## src/usfc_defs.svh

```systemverilog
// Register offsets, field positions, reset values and timing counts
`ifndef USFC_DEFS_SVH
`define USFC_DEFS_SVH
// Register offsets
`define USFC_OFS_STATUS  4'h4
`define USFC_OFS_RXCTL   4'h6
`define USFC_OFS_FRAME   4'h7
`define USFC_OFS_BAUD_LO 4'h8
`define USFC_OFS_BAUD_HI 4'h9
`define USFC_OFS_ABWIN   4'hA
`define USFC_OFS_DBG     4'hB
`define USFC_OFS_EVIN    4'hC
`define USFC_OFS_TX_PULSE_LENGTH    4'hD
`define USFC_OFS_IMASK   4'hF
// Field positions
`define USFC_MULTIPROCESSOR_ENABLE_BIT    0
`define USFC_STOP_BIT    3
`define USFC_ORDER_BIT   2
`define USFC_PHASE_BIT   1
`define USFC_ISF_BIT     3
// Reset values, read masks and pass-through pulse code
`define USFC_FRAME_RST   8'h03
`define USFC_SPI_RD_MASK 8'hC6
`define USFC_TX_PULSE_LENGTH_PASS   8'hFF
// Timing counts in baud samples
`define USFC_SMP_LAST    4'hF
`define USFC_PAIR_NOM    8'h20
`define USFC_IR_316      8'h03
`define USFC_ABW_W0      8'h06
`define USFC_ABW_W1      8'h05
`define USFC_ABW_W2      8'h07
`define USFC_ABW_W3      8'h08
`endif

```

## src/usfc_pkg.sv

```systemverilog
// Mode and state types of the frame and baud configuration block
`default_nettype none
package usfc_pkg;
	// Communication modes
	typedef enum logic [1:0] {
		CM_ASYNC = 2'h0,
		CM_SYNC  = 2'h1,
		CM_IR    = 2'h2,
		CM_SPI   = 2'h3
	} usfc_communication_mode_select_t;
	// Receiver modes
	typedef enum logic [1:0] {
		RX_NORMAL  = 2'h0,
		RX_DOUBLE  = 2'h1,
		RX_GENAUTO = 2'h2,
		RX_LIN_CONSTRAINED_AUTOBAUD = 2'h3
	} usfc_receiver_mode_t;
	// Infrared pulse states
	typedef enum logic {
		IR_IDLE  = 1'b0,
		IR_PULSE = 1'b1
	} usfc_irst_t;
endpackage : usfc_pkg
`default_nettype wire

```

## src/usfc_link_if.sv

```systemverilog
// Signals between the register side and the baud and pulse generator
`timescale 1ns/10ps
`default_nettype none
interface usfc_link_if;
	logic [15:0] baud;        // Divisor
	logic        reload;      // Prescaler reload pulse
	logic        run;         // Not halted
	logic        ir_mode;     // Infrared selected
	logic [7:0]  tx_pulse_length;        // Pulse length code
	logic        tx_bit;      // Serial bit to send
	logic        sample_tick; // 16x sample pulse
	logic        bit_tick;    // Bit boundary pulse
	logic        ir_txd;      // Shaped transmit line
	modport ctl (output baud, reload, run, ir_mode, tx_pulse_length, tx_bit,
		input sample_tick, bit_tick, ir_txd);
	modport gen (input baud, reload, run, ir_mode, tx_pulse_length, tx_bit,
		output sample_tick, bit_tick, ir_txd);
endinterface : usfc_link_if
`default_nettype wire

```

## src/usfc_baud_ir.sv

```systemverilog
// Baud prescaler, sample ticks and infrared transmit pulse shaper
`include "usfc_defs.svh"
`timescale 1ns/10ps
`default_nettype none
module usfc_baud_ir (
	input  wire logic clk,
	input  wire logic rst_n,
	usfc_link_if.gen  lk
);
	logic [15:0]         pre_q;  // Prescaler count
	logic [3:0]          smp_q;  // Sample within bit
	logic                tick_q; // Sample pulse
	logic                btk_q;  // Bit pulse
	usfc_pkg::usfc_irst_t st_q;  // Pulse state
	logic [7:0]          cnt_q;  // Pulse length left
	logic                txd_q;  // Shaped line
	logic                start;  // Baud clock rising edge
	logic                dec;    // Pulse count step

	// Prescaler, reloaded at once on a divisor write
	always_ff @(posedge clk) begin
		if (!rst_n) begin
			pre_q  <= 16'h0000;
			tick_q <= 1'b0;
		end else if (lk.reload) begin
			pre_q  <= lk.baud;
			tick_q <= 1'b0;
		end else if (lk.run) begin
			pre_q  <= (pre_q == 16'h0000) ? lk.baud : pre_q - 16'h0001;
			tick_q <= (pre_q == 16'h0000);
		end else begin
			tick_q <= 1'b0;
		end
	end

	// Sixteen samples per bit
	always_ff @(posedge clk) begin
		if (!rst_n || lk.reload) begin
			smp_q <= 4'h0;
			btk_q <= 1'b0;
		end else begin
			if (tick_q) smp_q <= smp_q + 4'h1;
			btk_q <= tick_q && (smp_q == `USFC_SMP_LAST);
		end
	end

	assign start = tick_q && (smp_q == 4'h0);
	assign dec   = (lk.tx_pulse_length == 8'h00) ? tick_q : 1'b1;

	// Pulse shaper: zero bits send a short pulse
	always_ff @(posedge clk) begin
		if (!rst_n) begin
			st_q  <= usfc_pkg::IR_IDLE;
			cnt_q <= 8'h00;
			txd_q <= 1'b0;
		end else if (!lk.ir_mode || lk.tx_pulse_length == `USFC_TX_PULSE_LENGTH_PASS) begin
			st_q  <= usfc_pkg::IR_IDLE;
			txd_q <= lk.tx_bit;
		end else begin
			case (st_q)
				usfc_pkg::IR_IDLE: begin
					txd_q <= 1'b0;
					if (start && !lk.tx_bit) begin
						st_q  <= usfc_pkg::IR_PULSE;
						cnt_q <= (lk.tx_pulse_length == 8'h00) ? `USFC_IR_316 : lk.tx_pulse_length;
						txd_q <= 1'b1;
					end
				end
				usfc_pkg::IR_PULSE: begin
					if (dec) cnt_q <= cnt_q - 8'h01;
					if (dec && cnt_q == 8'h01) begin
						st_q  <= usfc_pkg::IR_IDLE;
						txd_q <= 1'b0;
					end
				end
				default: st_q <= usfc_pkg::IR_IDLE;
			endcase
		end
	end

	assign lk.sample_tick = tick_q;
	assign lk.bit_tick    = btk_q;
	assign lk.ir_txd      = txd_q;
endmodule : usfc_baud_ir
`default_nettype wire

```

## src/usfc_top.sv

```systemverilog
// Frame, baud, auto-baud window, debug and infrared configuration block
//
// The plain strobed port was decided locally.
`include "usfc_defs.svh"
`timescale 1ns/10ps
`default_nettype none
module usfc_top (
	input  wire logic        CLOCK,
	input  wire logic        RST_N,
	input  wire logic [3:0]  ADDR,
	input  wire logic [7:0]  WDATA,
	input  wire logic        WR,
	input  wire logic        RD,
	output logic      [7:0]  RDATA,
	output logic             IRQ,
	input  wire logic        DEBUG_HALT,
	input  wire logic        SYNC_VALID,
	input  wire logic [7:0]  SYNC_LEN,
	input  wire logic        IR_EVENT_IN,
	input  wire logic        TX_BIT,
	output logic             MULTIPROCESSOR_ENABLE_EN,
	output logic      [1:0]  RX_MODE,
	output logic      [1:0]  COMM_MODE,
	output logic             SPI_MODE,
	output logic             IR_MODE,
	output logic             PARITY_EN,
	output logic             PARITY_ODD,
	output logic             STOP_TWO,
	output logic      [3:0]  DATA_BITS,
	output logic             NINE_HIGH_FIRST,
	output logic             SPI_LSB_FIRST,
	output logic             SPI_SAMPLE_TRAIL,
	output logic             AUTOBAUD_EN,
	output logic             SYNC_ACCEPT,
	output logic             RUN_EN,
	output logic             IR_RX_IN,
	output logic             SAMPLE_TICK,
	output logic             BIT_TICK,
	output logic             IR_TXD
);
	// Register storage
	logic        multiprocessor_enable_q;   // Multiprocessor enable
	logic [1:0]  rxm_q;    // Receiver mode
	logic [7:0]  frame_q;  // Frame format byte
	logic [15:0] baud_q;   // Baud divisor
	logic [1:0]  abw_q;    // Auto-baud window
	logic        dbg_q;    // Keep running in debug
	logic        evin_q;   // Event input enable
	logic [7:0]  tx_pulse_length_q;   // Pulse length code
	logic        isf_q;    // Inconsistent sync flag
	logic        imask_q;  // Interrupt mask
	logic        reload_q; // Prescaler reload pulse
	logic [7:0]  rdata_q;  // Read data
	logic        irq_q;    // Interrupt level

	// Decoded outputs
	logic        spi_q;    // Host SPI layout
	logic        ir_q;     // Infrared mode
	logic        pen_q;    // Parity on
	logic        podd_q;   // Odd parity
	logic        stop2_q;  // Two stops
	logic [3:0]  dbits_q;  // Data bits
	logic        nhf_q;    // Nine bits high first
	logic        lsbf_q;   // SPI LSb first
	logic        trail_q;  // SPI trailing sample
	logic        aben_q;   // Auto-baud on
	logic        acc_q;    // Sync accepted pulse
	logic        run_q;    // Not halted
	logic        ev1_q;    // Event sync stage one
	logic        ev2_q;    // Event sync stage two
	logic        irin_q;   // Gated event input

	// Combinational helpers
	logic        run;      // Block may advance
	logic [1:0]  communication_mode_select;    // Mode field
	logic [7:0]  win;      // Window half width
	logic        in_win;   // Length within window
	logic        sync_ok;  // Sync gives a valid rate
	logic        sync_ev;  // Sync event taken
	logic        isf_set;  // Flag set event
	logic        isf_clr;  // Flag clear by write

	usfc_link_if lk ();

	// Halt only when debug halts and run bit is clear
	assign run   = !(DEBUG_HALT && !dbg_q);
	assign communication_mode_select = frame_q[7:6];

	// Control byte: multiprocessor and receiver mode
	always_ff @(posedge CLOCK) begin
		if (!RST_N) begin
			multiprocessor_enable_q <= 1'b0;
			rxm_q  <= 2'h0;
		end else if (WR && ADDR == `USFC_OFS_RXCTL) begin
			multiprocessor_enable_q <= WDATA[`USFC_MULTIPROCESSOR_ENABLE_BIT];
			rxm_q  <= WDATA[2:1];
		end
	end

	// Frame format byte; layout follows the mode field
	always_ff @(posedge CLOCK) begin
		if (!RST_N) begin
			frame_q <= `USFC_FRAME_RST;
		end else if (WR && ADDR == `USFC_OFS_FRAME) begin
			frame_q <= WDATA;
		end
	end

	// Divisor bytes; any write reloads the prescaler
	always_ff @(posedge CLOCK) begin
		if (!RST_N) begin
			baud_q   <= 16'h0000;
			reload_q <= 1'b0;
		end else begin
			reload_q <= 1'b0;
			if (WR && ADDR == `USFC_OFS_BAUD_LO) begin
				baud_q[7:0] <= WDATA;
				reload_q    <= 1'b1;
			end
			if (WR && ADDR == `USFC_OFS_BAUD_HI) begin
				baud_q[15:8] <= WDATA;
				reload_q     <= 1'b1;
			end
		end
	end

	// Window, debug, event and pulse length bytes
	always_ff @(posedge CLOCK) begin
		if (!RST_N) begin
			abw_q  <= 2'h0;
			dbg_q  <= 1'b0;
			evin_q <= 1'b0;
			tx_pulse_length_q <= 8'h00;
		end else if (WR) begin
			case (ADDR)
				`USFC_OFS_ABWIN: abw_q  <= WDATA[7:6];
				`USFC_OFS_DBG:   dbg_q  <= WDATA[0];
				`USFC_OFS_EVIN:  evin_q <= WDATA[0];
				`USFC_OFS_TX_PULSE_LENGTH:  tx_pulse_length_q <= WDATA;
				default: begin
				end
			endcase
		end
	end

	// Interrupt mask, same layout as status
	always_ff @(posedge CLOCK) begin
		if (!RST_N) begin
			imask_q <= 1'b0;
		end else if (WR && ADDR == `USFC_OFS_IMASK) begin
			imask_q <= WDATA[`USFC_ISF_BIT];
		end
	end

	// Window half width per setting
	always_comb begin
		case (abw_q)
			2'h0:    win = `USFC_ABW_W0;
			2'h1:    win = `USFC_ABW_W1;
			2'h2:    win = `USFC_ABW_W2;
			default: win = `USFC_ABW_W3;
		endcase
	end

	// Nominal pair of two 16-sample bits, plus or minus window
	assign in_win  = (SYNC_LEN >= `USFC_PAIR_NOM - win) &&
		(SYNC_LEN <= `USFC_PAIR_NOM + win);
	// Window only in LIN mode; generic mode rejects zero
	assign sync_ok = (rxm_q == usfc_pkg::RX_LIN_CONSTRAINED_AUTOBAUD) ? in_win :
		(SYNC_LEN != 8'h00);
	// Events are ignored while halted
	assign sync_ev = SYNC_VALID && run && rxm_q[1];
	assign isf_set = sync_ev && !sync_ok;
	assign isf_clr = WR && ADDR == `USFC_OFS_STATUS && WDATA[`USFC_ISF_BIT];

	// Sticky flag; a new event beats the clear
	always_ff @(posedge CLOCK) begin
		if (!RST_N) begin
			isf_q <= 1'b0;
		end else if (isf_set) begin
			isf_q <= 1'b1;
		end else if (isf_clr) begin
			isf_q <= 1'b0;
		end
	end

	// Accept pulse and auto-baud enable
	always_ff @(posedge CLOCK) begin
		if (!RST_N) begin
			acc_q  <= 1'b0;
			aben_q <= 1'b0;
		end else begin
			acc_q  <= sync_ev && sync_ok;
			aben_q <= rxm_q[1];
		end
	end

	// Mode decode
	always_ff @(posedge CLOCK) begin
		if (!RST_N) begin
			spi_q <= 1'b0;
			ir_q  <= 1'b0;
		end else begin
			spi_q <= (communication_mode_select == usfc_pkg::CM_SPI);
			ir_q  <= (communication_mode_select == usfc_pkg::CM_IR);
		end
	end

	// Framing decode, forced off in SPI layout
	always_ff @(posedge CLOCK) begin
		if (!RST_N) begin
			pen_q   <= 1'b0;
			podd_q  <= 1'b0;
			stop2_q <= 1'b0;
		end else begin
			// Reserved parity code acts as none
			pen_q   <= (communication_mode_select != usfc_pkg::CM_SPI) && frame_q[5];
			podd_q  <= (communication_mode_select != usfc_pkg::CM_SPI) && frame_q[5] && frame_q[4];
			// Receiver ignores this; transmitter only
			stop2_q <= (communication_mode_select != usfc_pkg::CM_SPI) && frame_q[`USFC_STOP_BIT];
		end
	end

	// Character length for both directions
	always_ff @(posedge CLOCK) begin
		if (!RST_N) begin
			dbits_q <= 4'h8;
			nhf_q   <= 1'b0;
		end else begin
			case (frame_q[2:0])
				3'h0:    dbits_q <= 4'h5;
				3'h1:    dbits_q <= 4'h6;
				3'h2:    dbits_q <= 4'h7;
				3'h6,
				3'h7:    dbits_q <= 4'h9;
				// Reserved codes fall back to eight
				default: dbits_q <= 4'h8;
			endcase
			nhf_q <= (frame_q[2:0] == 3'h7);
		end
	end

	// SPI order and phase; no guard for mid-transfer changes
	always_ff @(posedge CLOCK) begin
		if (!RST_N) begin
			lsbf_q  <= 1'b0;
			trail_q <= 1'b0;
		end else begin
			lsbf_q  <= (communication_mode_select == usfc_pkg::CM_SPI) && frame_q[`USFC_ORDER_BIT];
			trail_q <= (communication_mode_select == usfc_pkg::CM_SPI) && frame_q[`USFC_PHASE_BIT];
		end
	end

	// Event input: two-stage sync, then gate
	always_ff @(posedge CLOCK) begin
		if (!RST_N) begin
			ev1_q  <= 1'b0;
			ev2_q  <= 1'b0;
			irin_q <= 1'b0;
			run_q  <= 1'b1;
		end else begin
			ev1_q  <= IR_EVENT_IN;
			ev2_q  <= ev1_q;
			irin_q <= ev2_q && evin_q && run;
			run_q  <= run;
		end
	end

	// Read data one cycle after the strobe
	always_ff @(posedge CLOCK) begin
		if (!RST_N) begin
			rdata_q <= 8'h00;
		end else if (RD) begin
			case (ADDR)
				`USFC_OFS_STATUS:  rdata_q <= {4'h0, isf_q, 3'h0};
				`USFC_OFS_RXCTL:   rdata_q <= {5'h00, rxm_q, multiprocessor_enable_q};
				`USFC_OFS_FRAME:   rdata_q <= (communication_mode_select == usfc_pkg::CM_SPI) ?
					(frame_q & `USFC_SPI_RD_MASK) : frame_q;
				`USFC_OFS_BAUD_LO: rdata_q <= baud_q[7:0];
				`USFC_OFS_BAUD_HI: rdata_q <= baud_q[15:8];
				`USFC_OFS_ABWIN:   rdata_q <= {abw_q, 6'h00};
				`USFC_OFS_DBG:     rdata_q <= {7'h00, dbg_q};
				`USFC_OFS_EVIN:    rdata_q <= {7'h00, evin_q};
				`USFC_OFS_TX_PULSE_LENGTH:    rdata_q <= tx_pulse_length_q;
				`USFC_OFS_IMASK:   rdata_q <= {4'h0, imask_q, 3'h0};
				default:           rdata_q <= 8'h00;
			endcase
		end
	end

	// Level interrupt from unmasked flag
	always_ff @(posedge CLOCK) begin
		if (!RST_N) begin
			irq_q <= 1'b0;
		end else begin
			irq_q <= isf_q && imask_q;
		end
	end

	// Generator link
	assign lk.baud    = baud_q;
	assign lk.reload  = reload_q;
	assign lk.run     = run_q;
	assign lk.ir_mode = ir_q;
	assign lk.tx_pulse_length    = tx_pulse_length_q;
	assign lk.tx_bit  = TX_BIT;

	// Baud and pulse generator
	usfc_baud_ir u_gen (
		.clk   (CLOCK),
		.rst_n (RST_N),
		.lk    (lk)
	);

	// Output ports
	assign RDATA            = rdata_q;
	assign IRQ              = irq_q;
	assign MULTIPROCESSOR_ENABLE_EN          = multiprocessor_enable_q;
	assign RX_MODE          = rxm_q;
	assign COMM_MODE        = frame_q[7:6];
	assign SPI_MODE         = spi_q;
	assign IR_MODE          = ir_q;
	assign PARITY_EN        = pen_q;
	assign PARITY_ODD       = podd_q;
	assign STOP_TWO         = stop2_q;
	assign DATA_BITS        = dbits_q;
	assign NINE_HIGH_FIRST  = nhf_q;
	assign SPI_LSB_FIRST    = lsbf_q;
	assign SPI_SAMPLE_TRAIL = trail_q;
	assign AUTOBAUD_EN      = aben_q;
	assign SYNC_ACCEPT      = acc_q;
	assign RUN_EN           = run_q;
	assign IR_RX_IN         = irin_q;
	assign SAMPLE_TICK      = lk.sample_tick;
	assign BIT_TICK         = lk.bit_tick;
	assign IR_TXD           = lk.ir_txd;
endmodule : usfc_top
`default_nettype wire
```

## config.mk

```make
export PLATFORM = sky130hd
export DESIGN_NAME = usfc_top
export DESIGN_NICKNAME = d
export VERILOG_FILES = /design/src/usfc_pkg.sv /design/src/usfc_link_if.sv /design/src/usfc_baud_ir.sv /design/src/usfc_top.sv
export VERILOG_INCLUDE_DIRS = /design/src
export SDC_FILE = /design/constraint.sdc
export NUM_CORES = 1
export LEC_CHECK = 0
export BUFFER_PORTS_ARGS = -buffer_cell sky130_fd_sc_hd__buf_2
export CORE_ASPECT_RATIO = 1.5
export CORE_MARGIN = 10
export CORE_UTILIZATION = 58
export DETAILED_ROUTE_END_ITERATION = 16
export HOLD_SLACK_MARGIN = 0.02
export MAX_ROUTING_LAYER = met4
export PLACE_DENSITY = 0.8
export SYNTH_ARGS = -nofsm -noshare
export SYNTH_HDL_FRONTEND = slang
export SYNTH_SLANG_ARGS = --single-unit
```

## constraint.sdc

```tcl
create_clock -name CLOCK -period 2.2 [get_ports CLOCK]
set_clock_uncertainty 0.1 [all_clocks]
set_input_delay 0.44 -clock CLOCK [delete_from_list [all_inputs] [get_ports CLOCK]]
set_output_delay 0.44 -clock CLOCK [all_outputs]
set_load 0.01 [all_outputs]
```

==> key figures <==
Clocking
  – Clock transition at the registers of the reported paths: approximately 70 ps
  – Hold Buf Count CTS: 0
  – Cts bufs inserted: 9
  – Clock sink total: about 100
  – Clock buffer depth: 2
  – TritonCTS clock tree: built
  – Root Driver: clkbuf_16
  – Htree depth: 3
  – Clock Latency Late Sink: approximately 370 ps

Placed design
  – DP Area: roughly 0.0055 sq mm
  – Dpl hpwl: 10780 um
  – PortBufs: 60
  – Final weighted congestion in routability-driven placement: between 0.9 and 1

Drt
  – Vias per inst: approximately 6.3
  – Routed via count: around 4900
  – Starting DRT DRC Count: between 300 and 400
  – Drt pass-1 iters: 5
  – DR DRC count: 0
  – DRT Wirelength: around 14000 um
  – ANT nets after route: 0
  – Wire length per cell: about 19 um

Power
  – PwrDens: slightly below 900 mW/mm^2
  – Worst vdd ir: about 0.7 mV
  – Leak pwr: roughly 2.4 nW

Yosys
  – Mean Syn Cell Area: between 8 and 9 sq um
  – Ys flop type: dfxtp_1
  – Yosys Warn Count: 0
  – Post-Syn Instances: 599
  – Synth top area cells: dfxtp_1 (40%), mux2i_1 (5.0%), nand2_1 (4.9%), nor2_1 (4.3%), a21oi_1 (4.2%)
  – EDFF count, synth: 0
  – Post-synth top area share: between 40% and 50%
  – Post-synthesis sequential area ratio: 40.18%
  – Netlist Area Pre-Place: a little over 0.005 sq mm
  – Synth cell types: 68
  – Seq cells post-synth: approximately 100
  – Mapped Nets: around 640
  – Yosys top cell by area: dfxtp_1
  – Async SR Flop Fraction: 0%

Timing
  – Period minus WS final: ~2100 ps
  – Final setup fails: 0
  – Worst slew pin tran: between 500 and 600 ps
  – Rel. slew slack: 60.23%
  – Fin. Hold Viols: 0
  – Fmax: 479.8 MHz
  – RSZ-0062 raised after global routing: no
  – Setup TNS: 0 ps
  – Final slew viol count: 0
  – Period utilization: 94.73%

Setup path
  – Startpoint Class: register
  – Worst Setup End Kind: register
  – Required @ worst endpoint: roughly 2400 ps
  – Crit Path Class: reg -> reg
  – Critical path peak fanout: 6
  – CP arrival: roughly 2300 ps

Layout
  – Ant diodes: 0
  – Layout area overhead: 16.36%
  – Share of post-route cells with drive strength above 1: 20.27%
  – Final Cell Area: slightly below 0.006 sq mm
  – Layout fillers: 676
  – Final core occ: about 69%
  – Nets: slightly above 700

GRT
  – GR Util All Layers: 23.24%
  – GRT overflow: 0
  – Met2 usage: between 30% and 40%
  – Most Crowded Layer GR: met2
  – Largest net degree at the start of global routing: 25
  – Initial antenna violation count: 0
  – Global-route wire length before repair: around 23000 um
  – Met3 GRT Util: roughly 4%
  – Grt met1 use: between 20% and 30%
  – Vias in the first global route: 4791

Floorplan
  – Die height: 134.1 um
  – Core area: 0.008464 sq mm
  – Die area: 0.01288 sq mm
  – I/O pins: 61
  – Starting Density: roughly three fifths
  – Number of core rows: between 40 and 50
  – Die X: 96.06 um

Flow run
  – MaxCap Viol Count: 0

Hold path
  – Hold Crit Class: in -> reg

Status
  – Status: finished clean
-- placed cells by master (no fill, tap or decap), drive strengths merged, types with 5 or more instances in the layout --
| master | netlist | routed |
|---|---|---|
| inv | 24 | 28 |
| a21oi | 44 | 44 |
| nand2 | 66 | 66 |
| nand4 | 11 | 11 |
| and2 | 10 | 10 |
| ha | 14 | 14 |
| nand2b | 11 | 11 |
| mux2 | 8 | 8 |
| a31oi | 14 | 14 |
| o21ai | 26 | 26 |
| dfxtp | 101 | 101 |
| buf | 13 | 88 |
| o22ai | 8 | 8 |
| nor3b | 6 | 6 |
| a21o | 7 | 7 |
| nand3 | 26 | 26 |
| nor2 | 60 | 60 |
| and3 | 5 | 5 |
| clkbuf | 19 | 9 |
| nor4 | 8 | 8 |
| nor3 | 16 | 16 |
| mux2i | 25 | 25 |
| nor2b | 11 | 11 |
-- flip-flops by register name, indices dropped and copies added (netlist names), 2 cells and up --
signal              count
lk.tx_pulse_length      8
frame_q                 8
RDATA                   8
u_gen.smp_q             4
RX_MODE                 2
DATA_BITS               4
u_gen.cnt_q             8
baud_q                 16
u_gen.pre_q            16
abw_q                   2
-- cells by family after synthesis --
logic type / after synthesis / synth area share [%]
AOI/OAI and AO/OA: 140 / 17.90
xor gates and xnor gates: 4 / 0.6963
adders and majority gates: 14 / 3.481
buffers and inverters: 56 / 5.022
DFF: 101 / 40.18
muxes: 33 / 6.763
and+or+nand+nor: 251 / 25.96
-- report_power, final --
group / internal [mW] / switching [mW]
registers: 1.95 / 0.183
clock network: 0.813 / 0.805
logic: 0.575 / 0.740
-- Yosys cell counts, types with 3 or more instances --
cell type and number:
clkbuf_1 19, and3_1 5, o21a_1 4, or4_1 3
nor4_2 3, inv_1 23, nor3_1 14, nand4_1 11
nor4_1 5, dfxtp_1 101, a22oi_1 4, buf_6 3
o21ai_0 24, buf_4 3, mux2_2 8, o22ai_1 8
nand2b_1 11, nand2_1 66, nor2b_1 11, nand3b_1 4
o211ai_1 3, a21oi_1 42, a21o_1 7, a211o_1 3
and2_1 10, a32oi_1 4, a31oi_1 14, buf_2 7
nand3_1 26, ha_1 14, o32ai_1 4, nor3b_1 5
mux2i_1 25, nor2_1 57
-- area by class of cell --
cell class	instances	area (sq um)	share of cell area [%]
multi-input cells	442	2789	47.63
flip-flops and latches	101	2023	34.55
repair buffers	88	510.5	8.718
clock buffers	9	225.2	3.846
well taps	107	133.9	2.286
inverters	24	90.09	1.538
clock inverters	7	83.83	1.432
-- stage by stage --
step | instances | setup WS (ps) | total power [mW] | hold slack (ps)
CTS | 778 | 37.22 | 5.011 | 185.1
global placement | 762 | 51.06 | 3.364 | 315.1
detailed placement | 762 | 62.83 | 3.402 | 331.4
finish | 778 | 116.0 | 5.069 | 188.7
floorplan | 599 | 202.7 | 3.016 | 311.9
global route | 778 | 20.76 | 5.281 | 206.4
-- path summary, 6_finish.rpt --
kind | endpoint | startpoint | slack, ps | cells past startpoint
hold reg to reg | ev2_q | ev1_q | 340 | 1
hold / removal | ev1_q | IR_EVENT_IN | 190 | 2
setup / recovery | u_gen.pre_q[12] | u_gen.pre_q[0] | 120 | 7
setup reg to reg | u_gen.pre_q[12] | u_gen.pre_q[0] | 120 | 7
-- timing repair --
item,CTS,global route
setup endpoints to repair,1,12
setup buffers,0,0
resized for setup,1,8
-- worst max-delay path: stages, from the launching register on --
cell,delay (ps)
dfxtp_2,350
inv_1,90
ha_2,200
nor3b_4,190
nand4_1,250
or4_1,460
a211o_1,300
o21ai_0,70
-- per-layer routing --
layer	wire length (um)	vias to the layer above
li1	-	2294
met1	5520	2310
met2	7283	207
met3	792	65
met4	897	0
met5	0	-
No activity file was read; power rests on OpenSTA's default activity.
